[src/psel_pkg.sv]
// Purpose: Shared constants for the feedback prescaler and status pin select block.
// Assumes: One clock, synchronous active-high reset, byte-wide register port.
// Notes: One rule to a line below; the host side keeps the lock rule.
package psel_pkg;

  // ----------------------------------------------------------------
  // Register map
  // ----------------------------------------------------------------
  localparam logic [9:0] PSEL_PRESC_OFFS = 10'h016;
  localparam logic [9:0] PSEL_STATUS_OFFS = 10'h017;
  localparam int PSEL_MODE_LSB = 0;
  localparam int PSEL_SEL_LSB = 2;
  localparam logic [2:0] PSEL_MODE_RST = 3'h6;
  localparam logic [5:0] PSEL_SEL_RST = 6'h00;
  localparam logic [7:0] PSEL_RDATA_RST = 8'h00;
  localparam logic [5:0] PSEL_CNT_RST = 6'h00;

  // ----------------------------------------------------------------
  // Prescaler modes
  // ----------------------------------------------------------------
  typedef enum logic [2:0] {
    PSEL_FD_DIV1 = 3'h0,
    PSEL_FD_DIV2 = 3'h1,
    PSEL_DM_DIV2 = 3'h2,
    PSEL_DM_DIV4 = 3'h3,
    PSEL_DM_DIV8 = 3'h4,
    PSEL_DM_DIV16 = 3'h5,
    PSEL_DM_DIV32 = 3'h6,
    PSEL_FD_DIV3 = 3'h7
  } psel_mode_t;

  // ----------------------------------------------------------------
  // Status pin selection codes
  // ----------------------------------------------------------------
  localparam logic [5:0] PSEL_ST_GND = 6'h00;
  localparam logic [5:0] PSEL_ST_FBDIV = 6'h01;
  localparam logic [5:0] PSEL_ST_REFDIV = 6'h02;
  localparam logic [5:0] PSEL_ST_SWALLOW = 6'h03;
  localparam logic [5:0] PSEL_ST_PRESC = 6'h04;
  localparam logic [5:0] PSEL_ST_PFD_UP = 6'h05;
  localparam logic [5:0] PSEL_ST_PFD_DN = 6'h06;
  localparam logic [5:0] PSEL_ST_REF1 = 6'h21;
  localparam logic [5:0] PSEL_ST_REF2 = 6'h22;
  localparam logic [5:0] PSEL_ST_REF_SEL = 6'h23;
  localparam logic [5:0] PSEL_ST_REF_UNSEL = 6'h24;

  // Divide ratio for a mode; hi asks for the plus-one modulus.
  function automatic logic [5:0] psel_ratio(input logic [2:0] mode, input logic hi);
    logic [5:0] base;
    logic dual;
    base = 6'h01;
    dual = 1'b1;
    case (psel_mode_t'(mode))
      PSEL_FD_DIV1: begin
        base = 6'h01;
        dual = 1'b0;
      end
      PSEL_FD_DIV2: begin
        base = 6'h02;
        dual = 1'b0;
      end
      PSEL_DM_DIV2: base = 6'h02;
      PSEL_DM_DIV4: base = 6'h04;
      PSEL_DM_DIV8: base = 6'h08;
      PSEL_DM_DIV16: base = 6'h10;
      PSEL_DM_DIV32: base = 6'h20;
      default: begin
        base = 6'h03;
        dual = 1'b0;
      end
    endcase
    return base + {5'h00, dual & hi};
  endfunction

endpackage

[src/psel_div_if.sv]
// Purpose: Carries prescaler control and output between the top and the divider.
// Assumes: Single clock domain.
// Notes: The controller side owns the mode and modulus request.
interface psel_div_if;
  logic [2:0] mode;
  logic tick;
  logic swallow_nz;
  logic use_plus1;
  logic presc_out;
  modport ctl (output mode, output tick, output swallow_nz, output use_plus1, input presc_out);
  modport div (input mode, input tick, input swallow_nz, input use_plus1, output presc_out);
endinterface // psel_div_if

[src/psel_top.sv]
// Purpose: Prescaler mode and status pin selection registers with the status pin multiplexer.
// Assumes: Register writes arrive decoded from the serial control port, one byte per strobe.
// Notes: The status lock level is bit 7 of a register held elsewhere.
module psel_top
  import psel_pkg::*;
(
  input wire logic sys_clk, // System clock, 100 MHz.
  input wire logic srst, // Synchronous reset, active high.
  input wire logic reg_wr, // Register write strobe.
  input wire logic reg_rd, // Register read strobe.
  input wire logic [9:0] reg_addr, // Register address.
  input wire logic [7:0] reg_wdata, // Register write data.
  output logic [7:0] reg_rdata, // Register read data, valid the cycle after reg_rd.
  input wire logic status_lock, // Status lock level; writes to the selection ignored when high.
  input wire logic vco_tick, // One pulse per feedback input edge.
  input wire logic swallow_nz, // Swallow count programmed nonzero.
  input wire logic swallow_phase, // Swallow counter asks for the plus-one modulus.
  input wire logic fb_div_out, // Feedback divider output after delay.
  input wire logic ref_div_out, // Reference divider output after delay.
  input wire logic swallow_out, // Swallow counter output.
  input wire logic pfd_up, // Phase detector up pulse.
  input wire logic pfd_down, // Phase detector down pulse.
  input wire logic ref1_clk, // First reference clock.
  input wire logic ref2_clk, // Second reference clock.
  input wire logic ref_sel_clk, // Reference selected to the loop.
  input wire logic ref_unsel_clk, // Reference not selected.
  output logic presc_out, // Prescaler output pulse.
  output logic [2:0] presc_mode, // Current prescaler mode.
  output logic [5:0] status_sel, // Current status selection.
  output logic status_pin // Status pin level.
);

  import psel_pkg::*;

  logic [2:0] mode_r;
  logic [5:0] sel_r;
  logic [7:0] rdata_r;
  logic pin_r;
  logic pin_nxt;
  logic wr_presc;
  logic wr_status;

  psel_div_if div_bus ();

  // ----------------------------------------------------------------
  // Register writes
  // ----------------------------------------------------------------
  always_comb begin
    wr_presc = 1'b0;
    wr_status = 1'b0;
    if (reg_wr && reg_addr == PSEL_PRESC_OFFS) begin
      wr_presc = 1'b1;
    end else if (reg_wr && reg_addr == PSEL_STATUS_OFFS) begin
      wr_status = 1'b1;
    end
  end

  always_ff @(posedge sys_clk) begin
    if (srst) begin
      mode_r <= PSEL_MODE_RST;
    end else if (wr_presc) begin
      mode_r <= reg_wdata[PSEL_MODE_LSB +: 3];
    end
  end

  // A set lock freezes the selection so a pin in use cannot be switched by accident.
  always_ff @(posedge sys_clk) begin
    if (srst) begin
      sel_r <= PSEL_SEL_RST;
    end else if (wr_status && !status_lock) begin
      sel_r <= reg_wdata[PSEL_SEL_LSB +: 6];
    end
  end

  // ----------------------------------------------------------------
  // Register reads
  // ----------------------------------------------------------------
  // Bits of these addresses that belong to other blocks read as zero here.
  always_ff @(posedge sys_clk) begin
    if (srst) begin
      rdata_r <= PSEL_RDATA_RST;
    end else if (reg_rd) begin
      if (reg_addr == PSEL_PRESC_OFFS) begin
        rdata_r <= {5'h00, mode_r};
      end else if (reg_addr == PSEL_STATUS_OFFS) begin
        rdata_r <= {sel_r, 2'h0};
      end else begin
        rdata_r <= PSEL_RDATA_RST;
      end
    end
  end

  // ----------------------------------------------------------------
  // Prescaler
  // ----------------------------------------------------------------
  assign div_bus.mode = mode_r;
  assign div_bus.tick = vco_tick;
  assign div_bus.swallow_nz = swallow_nz;
  assign div_bus.use_plus1 = swallow_phase;

  psel_prescaler u_presc (
    .sys_clk(sys_clk),
    .srst(srst),
    .div(div_bus.div)
  );

  // ----------------------------------------------------------------
  // Status pin multiplexer
  // ----------------------------------------------------------------
  // Unlisted codes fall back to a level ground rather than leaving the pin undefined.
  always_comb begin
    case (sel_r)
      PSEL_ST_GND: pin_nxt = 1'b0;
      PSEL_ST_FBDIV: pin_nxt = fb_div_out;
      PSEL_ST_REFDIV: pin_nxt = ref_div_out;
      PSEL_ST_SWALLOW: pin_nxt = swallow_out;
      PSEL_ST_PRESC: pin_nxt = div_bus.presc_out;
      PSEL_ST_PFD_UP: pin_nxt = pfd_up;
      PSEL_ST_PFD_DN: pin_nxt = pfd_down;
      PSEL_ST_REF1: pin_nxt = ref1_clk;
      PSEL_ST_REF2: pin_nxt = ref2_clk;
      PSEL_ST_REF_SEL: pin_nxt = ref_sel_clk;
      PSEL_ST_REF_UNSEL: pin_nxt = ref_unsel_clk;
      default: pin_nxt = 1'b0;
    endcase
  end

  always_ff @(posedge sys_clk) begin
    if (srst) begin
      pin_r <= 1'b0;
    end else begin
      pin_r <= pin_nxt;
    end
  end

  assign reg_rdata = rdata_r;
  assign presc_out = div_bus.presc_out;
  assign presc_mode = mode_r;
  assign status_sel = sel_r;
  assign status_pin = pin_r;

  // ----------------------------------------------------------------
  // Checks
  // ----------------------------------------------------------------
  a_mode_reset: assert property (@(posedge sys_clk) disable iff (srst)
    $fell(srst) |-> (mode_r == 3'h6 && presc_mode == 3'h6))
    else $error("prescaler mode not at its reset value");

  a_sel_reset: assert property (@(posedge sys_clk) disable iff (srst)
    $fell(srst) |-> (sel_r == 6'h00) ##1 (!status_pin || sel_r != 6'h00))
    else $error("status selection not ground after reset");

  a_lock_hold: assert property (@(posedge sys_clk) disable iff (srst)
    (reg_wr && reg_addr == 10'h017 && status_lock) |=> $stable(sel_r))
    else $error("status selection changed while locked");

  a_sel_write: assert property (@(posedge sys_clk) disable iff (srst)
    (reg_wr && reg_addr == 10'h017 && !status_lock) |=> (sel_r == $past(reg_wdata[7:2])))
    else $error("status selection write lost");

  a_ground_pin: assert property (@(posedge sys_clk) disable iff (srst)
    (sel_r == 6'h00 && !wr_status) [*2] |-> !status_pin)
    else $error("status pin not grounded");

  a_fb_route: assert property (@(posedge sys_clk) disable iff (srst)
    (sel_r == 6'h01) |=> (status_pin == $past(fb_div_out)))
    else $error("feedback divider not routed to status pin");

  a_route_dyn: assert property (@(posedge sys_clk) disable iff (srst)
    (sel_r == 6'h02 && ref_div_out) or (sel_r == 6'h03 && swallow_out)
    or (sel_r == 6'h05 && pfd_up) |=> status_pin)
    else $error("selected signal not routed to status pin");

  a_presc_route: assert property (@(posedge sys_clk) disable iff (srst)
    (sel_r == 6'h04) |=> (status_pin == $past(presc_out)))
    else $error("prescaler output not routed to status pin");

  a_mode_write: assert property (@(posedge sys_clk)
    disable iff (srst) (reg_wr && reg_addr == 10'h016) |=> (presc_mode == $past(reg_wdata[2:0])))
    else $error("prescaler mode write lost");

  a_mode_hold: assert property (@(posedge sys_clk) disable iff (srst)
    !(reg_wr && reg_addr == 10'h016) |=> $stable(presc_mode))
    else $error("prescaler mode changed without a write");

  a_sel_hold: assert property (@(posedge sys_clk) disable iff (srst)
    !(reg_wr && reg_addr == 10'h017 && !status_lock) |=> $stable(status_sel))
    else $error("status selection changed without a write");

  a_read_mode: assert property (@(posedge sys_clk) disable iff (srst)
    (reg_rd && reg_addr == 10'h016) |=> (reg_rdata == {5'h00, $past(presc_mode)}))
    else $error("prescaler mode read back wrong");

  a_read_sel: assert property (@(posedge sys_clk) disable iff (srst)
    (reg_rd && reg_addr == 10'h017) |=> (reg_rdata == {$past(status_sel), 2'h0}))
    else $error("status selection read back wrong");

  a_read_other: assert property (@(posedge sys_clk) disable iff (srst)
    (reg_rd && reg_addr != 10'h016 && reg_addr != 10'h017) |=> (reg_rdata == 8'h00))
    else $error("unmapped address did not read as zero");

  a_rdata_hold: assert property (@(posedge sys_clk) disable iff (srst)
    !reg_rd |=> $stable(reg_rdata))
    else $error("read data changed without a read");

  a_refdiv_route: assert property (@(posedge sys_clk) disable iff (srst)
    (sel_r == 6'h02) |=> (status_pin == $past(ref_div_out)))
    else $error("reference divider not routed to status pin");

  a_swallow_route: assert property (@(posedge sys_clk) disable iff (srst)
    (sel_r == 6'h03) |=> (status_pin == $past(swallow_out)))
    else $error("swallow counter not routed to status pin");

  a_up_route: assert property (@(posedge sys_clk) disable iff (srst)
    (sel_r == 6'h05) |=> (status_pin == $past(pfd_up)))
    else $error("up pulse not routed to status pin");

  a_down_route: assert property (@(posedge sys_clk) disable iff (srst)
    (sel_r == 6'h06) |=> (status_pin == $past(pfd_down)))
    else $error("down pulse not routed to status pin");

  a_ref_route: assert property (@(posedge sys_clk) disable iff (srst)
    (sel_r == 6'h21 && ref1_clk) or (sel_r == 6'h22 && ref2_clk)
    or (sel_r == 6'h23 && ref_sel_clk) or (sel_r == 6'h24 && ref_unsel_clk) |=> status_pin)
    else $error("reference clock not routed to status pin");

  a_unlisted_gnd: assert property (@(posedge sys_clk) disable iff (srst)
    !(sel_r inside {[6'h01:6'h06], [6'h21:6'h24]}) |=> !status_pin)
    else $error("unlisted selection did not ground the status pin");

endmodule // psel_top

[src/psel_prescaler.sv]
// Purpose: Feedback prescaler counting input ticks and pulsing once per divide period.
// Assumes: tick is a one-cycle enable standing for one input clock edge.
// Notes: A mode change applies to the period in progress; a count already at or past the new end wraps on the next tick.
module psel_prescaler
  import psel_pkg::*;
(
  input wire logic sys_clk, // System clock.
  input wire logic srst, // Synchronous reset, active high.
  psel_div_if.div div // Mode in, prescaler pulse out.
);

  logic [5:0] cnt_r;
  logic out_r;
  logic [5:0] ratio;
  logic wrap;

  // The plus-one modulus applies only in dual modulus modes with a nonzero swallow count.
  assign ratio = psel_ratio(div.mode, div.swallow_nz & div.use_plus1);
  assign wrap = (cnt_r >= ratio - 6'h01);

  // ----------------------------------------------------------------
  // Divide counter
  // ----------------------------------------------------------------
  always_ff @(posedge sys_clk) begin
    if (srst) begin
      cnt_r <= PSEL_CNT_RST;
    end else if (div.tick) begin
      cnt_r <= wrap ? PSEL_CNT_RST : cnt_r + 6'h01;
    end
  end

  always_ff @(posedge sys_clk) begin
    if (srst) begin
      out_r <= 1'b0;
    end else begin
      out_r <= div.tick & wrap;
    end
  end

  assign div.presc_out = out_r;

  // ----------------------------------------------------------------
  // Period checking helpers
  // ----------------------------------------------------------------
  logic [6:0] gap_r;
  logic [5:0] last_ratio_r;
  logic clean_r;
  logic [2:0] last_mode_r;

  always_ff @(posedge sys_clk) begin
    if (srst) begin
      gap_r <= 7'h00;
      last_ratio_r <= PSEL_CNT_RST;
      clean_r <= 1'b1;
      last_mode_r <= PSEL_MODE_RST;
    end else begin
      if (out_r) begin
        gap_r <= {6'h00, div.tick};
      end else if (div.tick) begin
        gap_r <= gap_r + 7'h01;
      end
      if (div.tick) begin
        last_ratio_r <= ratio;
        last_mode_r <= div.mode;
      end
      if (out_r) begin
        clean_r <= 1'b1;
      end else if (div.tick && (ratio != last_ratio_r) && (gap_r != 7'h00)) begin
        clean_r <= 1'b0;
      end
    end
  end

  a_div_period: assert property (@(posedge sys_clk) disable iff (srst)
    (out_r && clean_r) |-> (gap_r == {1'b0, last_ratio_r}))
    else $error("prescaler period differs from selected ratio");

  a_dm_ratio_set: assert property (@(posedge sys_clk) disable iff (srst)
    (out_r && last_mode_r == 3'h4) |-> (last_ratio_r == 6'h08 || last_ratio_r == 6'h09))
    else $error("divide by 8 mode used a wrong ratio");

  a_fixed_three: assert property (@(posedge sys_clk) disable iff (srst)
    (div.tick && div.mode == 3'h7 && wrap) |=> (out_r && cnt_r == 6'h00) ##0 (ratio == 6'h03 || div.mode != 3'h7))
    else $error("fixed divide mode is not divide by three");

endmodule // psel_prescaler

[config.mk]
export PLATFORM = sky130hd
export DESIGN_NAME = psel_top
export DESIGN_NICKNAME = d
export VERILOG_FILES = /design/src/psel_pkg.sv /design/src/psel_div_if.sv /design/src/psel_top.sv /design/src/psel_prescaler.sv
export SDC_FILE = /design/constraint.sdc
export NUM_CORES = 1
export LEC_CHECK = 0
export ABC_AREA = 1
export BUFFER_PORTS_ARGS = -buffer_cell sky130_fd_sc_hd__buf_4
export CORE_MARGIN = 1.5
export CORE_UTILIZATION = 46
export CTS_BUF_LIST = sky130_fd_sc_hd__clkbuf_8
export DETAILED_ROUTE_END_ITERATION = 12
export PLACE_DENSITY = 0.86
export SYNTH_ARGS = -nofsm -noshare
export SYNTH_HDL_FRONTEND = slang
export SYNTH_SLANG_ARGS = --single-unit
[constraint.sdc]
create_clock -name sys_clk -period 2.41 [get_ports sys_clk]
set_input_delay 0 -clock sys_clk [delete_from_list [all_inputs] [get_ports sys_clk]]
set_output_delay 0 -clock sys_clk [all_outputs]
set_load 0.02 [all_outputs]
==> summary.md <==
| Metric | Value |
|---|---|
| Post-Syn Area | `around 1500 um2` |
| Synth warnings | `0` |
| Clock network power share | `0.319` |
| Drt pass-1 iters | `4` |
| P_int | `approximately 600 uW` |
| Final WL | `approximately 4000 um` |
| Number of flops mapped to enable cells by yosys | `0` |
| Vias per cell | `5.13` |
| Required time worst endpoint | `about 2.6 ns` |
| Max Clock Skew | `between 0.002 and 0.003 ns` |
| Sequential element share of the synthesized area | `0.336` |
| Top delay family on crit path | `simple AND/OR/NAND/NOR gates` |
| Pins Over Slew Limit | `0` |
| Via Count | `roughly 1700` |
| Most used cell, CP | `inv_1` |
| GR Overflow Total | `0` |
| Cells after synthesis | `about 220` |
| Min Tclk post-route | `about 2.4 ns` |
| DR WL/cell | `12.2 um` |
| Sequential share of power | `0.522` |
| Ports | `between 50 and 60` |
| GRT Overall Usage | `0.211` |
| Core Box Area | `slightly above 3000 um2` |
| Worst skew pair latency | `~0.27 ns` |
| Prevailing post-synth register cell | `dfxtp_1` |
| Top cell type's share of synthesized area | `0.336` |
| CP max FO | `5` |
| Post-synth top cells | `nor2_1 (42), nand2_1 (31), inv_1 (28)` |
| First-pass GRT wire length | `around 5900 um` |
| Share of layout cells above drive strength 1 | `0.335` |
| CP max stage delay | `around 0.40 ns` |
| Final hold slack | `-0.00610 ns` |
| CP bufs+invs | `5` |
| Top cells by area, synth | `dfxtp_1 (34%), nor2_1 (11%), nand2_1 (7.8%)` |
| Die width | `between 50 and 60 um` |
| Final core utilization | `0.725` |
| Count of final hold-check violations | `2` |
| Yosys reg bits | `25` |
| Async S/R FF share, synth | `0` |
| DP Cell Count | `310` |
| Clock Sink Count | `25` |
| Final Worst Setup Slack | `between 0.05 and 0.06 ns` |
| Crit Path Category | `reg -> reg` |
| Gate power share | `0.160` |
| Starting density of the core | `0.488` |
| Sw frac | `0.250` |
| H-tree depth | `1` |
| Rows | `20` |
| Normalized max-slew margin | `0.650` |
| Routability congestion estimate | `0.849` |
| Worst vdd ir | `245 uV` |
| Critical Path Start Type | `register` |
| Final period utilization | `0.979` |
| Post-Syn Nets | `260` |
| F_max | `roughly 420 MHz` |
| Vias in the first global route | `roughly 1400` |
| DRC violations left | `0` |
| Worst slew pin tran | `between 0.5 and 0.6 ns` |
| Root Buffer | `clkbuf_8` |
| Finished Layout Cells | `~330` |
| Initial antenna violation count | `0` |
| CP max-delay cell | `dfxtp_4` |
| Clock tree buffer depth | `2` |
| Post-detail-place hpwl | `2780 um` |
| I/O Buffers | `53` |
| Worst path cell trace | `nand2_4, nor2_4, inv_1, nand2_1, inv_1, ha_4, inv_2, nand4_1, o21ai_1, inv_1, ha_1, nand2_1, inv_1, nor2_2, o21a_1, nand2_1, nand2_2, nand2_4, nor2_2` |
| Worst slack, placed | `-0.0217 ns` |
| Kind of end point of the critical path | `register` |
| # setup viols final | `0` |
| Hold Crit Class | `in -> reg` |
| Largest net degree at the start of global routing | `16` |
| Nets | `roughly 330` |
| Die area | `roughly 3600 um2` |
| Die height | `approximately 60 um` |
| Max cap viols | `0` |
| Clock transition at the registers of the reported paths | `~0.09 ns` |
| Top cell type by total area after synthesis | `dfxtp_1` |
| Static Leak | `slightly above 1 nW` |
| Inserted Diodes | `0` |
| Cts bufs inserted | `3` |
| Synth cell types | `27` |
| Violated checks | `hold timing` |
| CTS tree | `yes` |
| Detail Route Antenna Nets | `0` |
| PwrDens | `~360 nW/um2` |
| Initial detailed-routing violation count | `38` |
| Psw | `between 200 and 250 uW` |
| Area grow syn2layout | `48.7%` |
| Avg Inst Size Synth | `~7 um2` |
| Result of the run | `finished, violations left` |
| Top-count cell post-synth | `nor2_1` |
| Critical path arrival | `2.58 ns` |
-- cell usage in the layout (no fill, tap or decap), types with 2 or more instances in the layout --
master         instances
clkbuf_8               3
xnor2_1                2
ha_4                   2
buf_6                  2
nor2_1                36
o21ai_0               10
inv_2                  3
nand2_4                2
buf_4                 60
a21oi_1               12
nand3b_1               3
nand4_1               15
nand2_1               27
ha_1                   7
nor2_2                 6
nand2_2                2
inv_1                 26
dlygate4sd3_1          8
dfxtp_4                2
dfxtp_1               22
nand3_1               13
nor2_4                 2
xor2_1                 4
-- worst min-delay path: cells and delay by family --
| family | cells | cell delay, ns |
|---|---|---|
| buffers and inverters | 1 | 0.07 |
| AOI/OAI and AO/OA | 1 | 0.07 |
| and+or+nand+nor | 1 | 0.09 |
-- per-layer routing --
metal / track usage / wire length [um] / vias to the layer above
li1: - / - / 843
met1: 0.267 / 1700 / 758
met2: 0.374 / 1990 / 72
met3: 0.0238 / 242 / 8
met4: 0.0571 / 72 / 0
met5: 0 / 0 / -
-- final cells by class --
cell class | instances | area (um2)
Clock inverter | 1 | 7.51
Timing Repair Buffer | 70 | 553
Tap cell | 44 | 55.1
Fill cell | 247 | 840
Sequential cell | 25 | 509
Multi-Input combinational cell | 154 | 927
Clock buffer | 3 | 41.3
Inverter | 31 | 120
-- power groups by stage --
stage | Combinational (mW) | Sequential, mW | Clock (mW)
floorplan | 0.0464 | 0.434 | 0
global placement | 0.104 | 0.432 | 0
detailed placement | 0.106 | 0.432 | 0
CTS | 0.117 | 0.421 | 0.254
global route | 0.143 | 0.421 | 0.270
finish | 0.129 | 0.420 | 0.257
-- worst paths after layout --
check	from	to	depth (start not counted)	slack, ns
worst max-delay path	presc_mode[0]	u_presc.cnt_r[2]	19	0.05
worst min-delay path	reg_wdata[0]	presc_mode[0]	3	-0.006
worst max register to register	presc_mode[0]	u_presc.cnt_r[2]	19	0.05
worst min register to register	reg_rdata[7]	reg_rdata[7]	2	0.47
-- through the flow --
stage / setup TNS, ns / hold slack (ns) / cell area [um2] / power [mW]
after global placement: 0 / 0.205 / 1930 / 0.536
after CTS: 0 / 0.0000832 / 2070 / 0.792
final: 0 / -0.00610 / 2210 / 0.806
after floorplan: 0 / 0.113 / 1500 / 0.480
after detailed placement: -0.0640 / 0.217 / 1930 / 0.538
after global routing: -0.494 / 0.00439 / 2210 / 0.834
-- logic make-up after synthesis --
kind of cell / count (synthesis) / synth area share
flip-flops: 25 / 0.336
buffers and inverters: 37 / 0.103
AND/OR/NAND/NOR: 109 / 0.339
AO/OA/AOI/OAI: 30 / 0.111
adder cells (fa/ha/maj): 9 / 0.0756
XOR/XNOR: 6 / 0.0353
-- flip-flops by register name, indices dropped and copies added, names as in the netlist --
register,flops
reg_rdata,8
status_sel,6
u_presc.cnt_r,6
presc_mode,3
status_pin,1
u_presc.div.presc_out,1
-- timing repair --
action	4_1_cts	5_1_grt
endpoints found under the hold margin	16	0
buffers inserted	0	6
gates resized for setup	2	29
hold buffers	8	0
pin swaps	0	12
endpoints found under the setup margin	4	7
(Power assumes the default switching activity.)
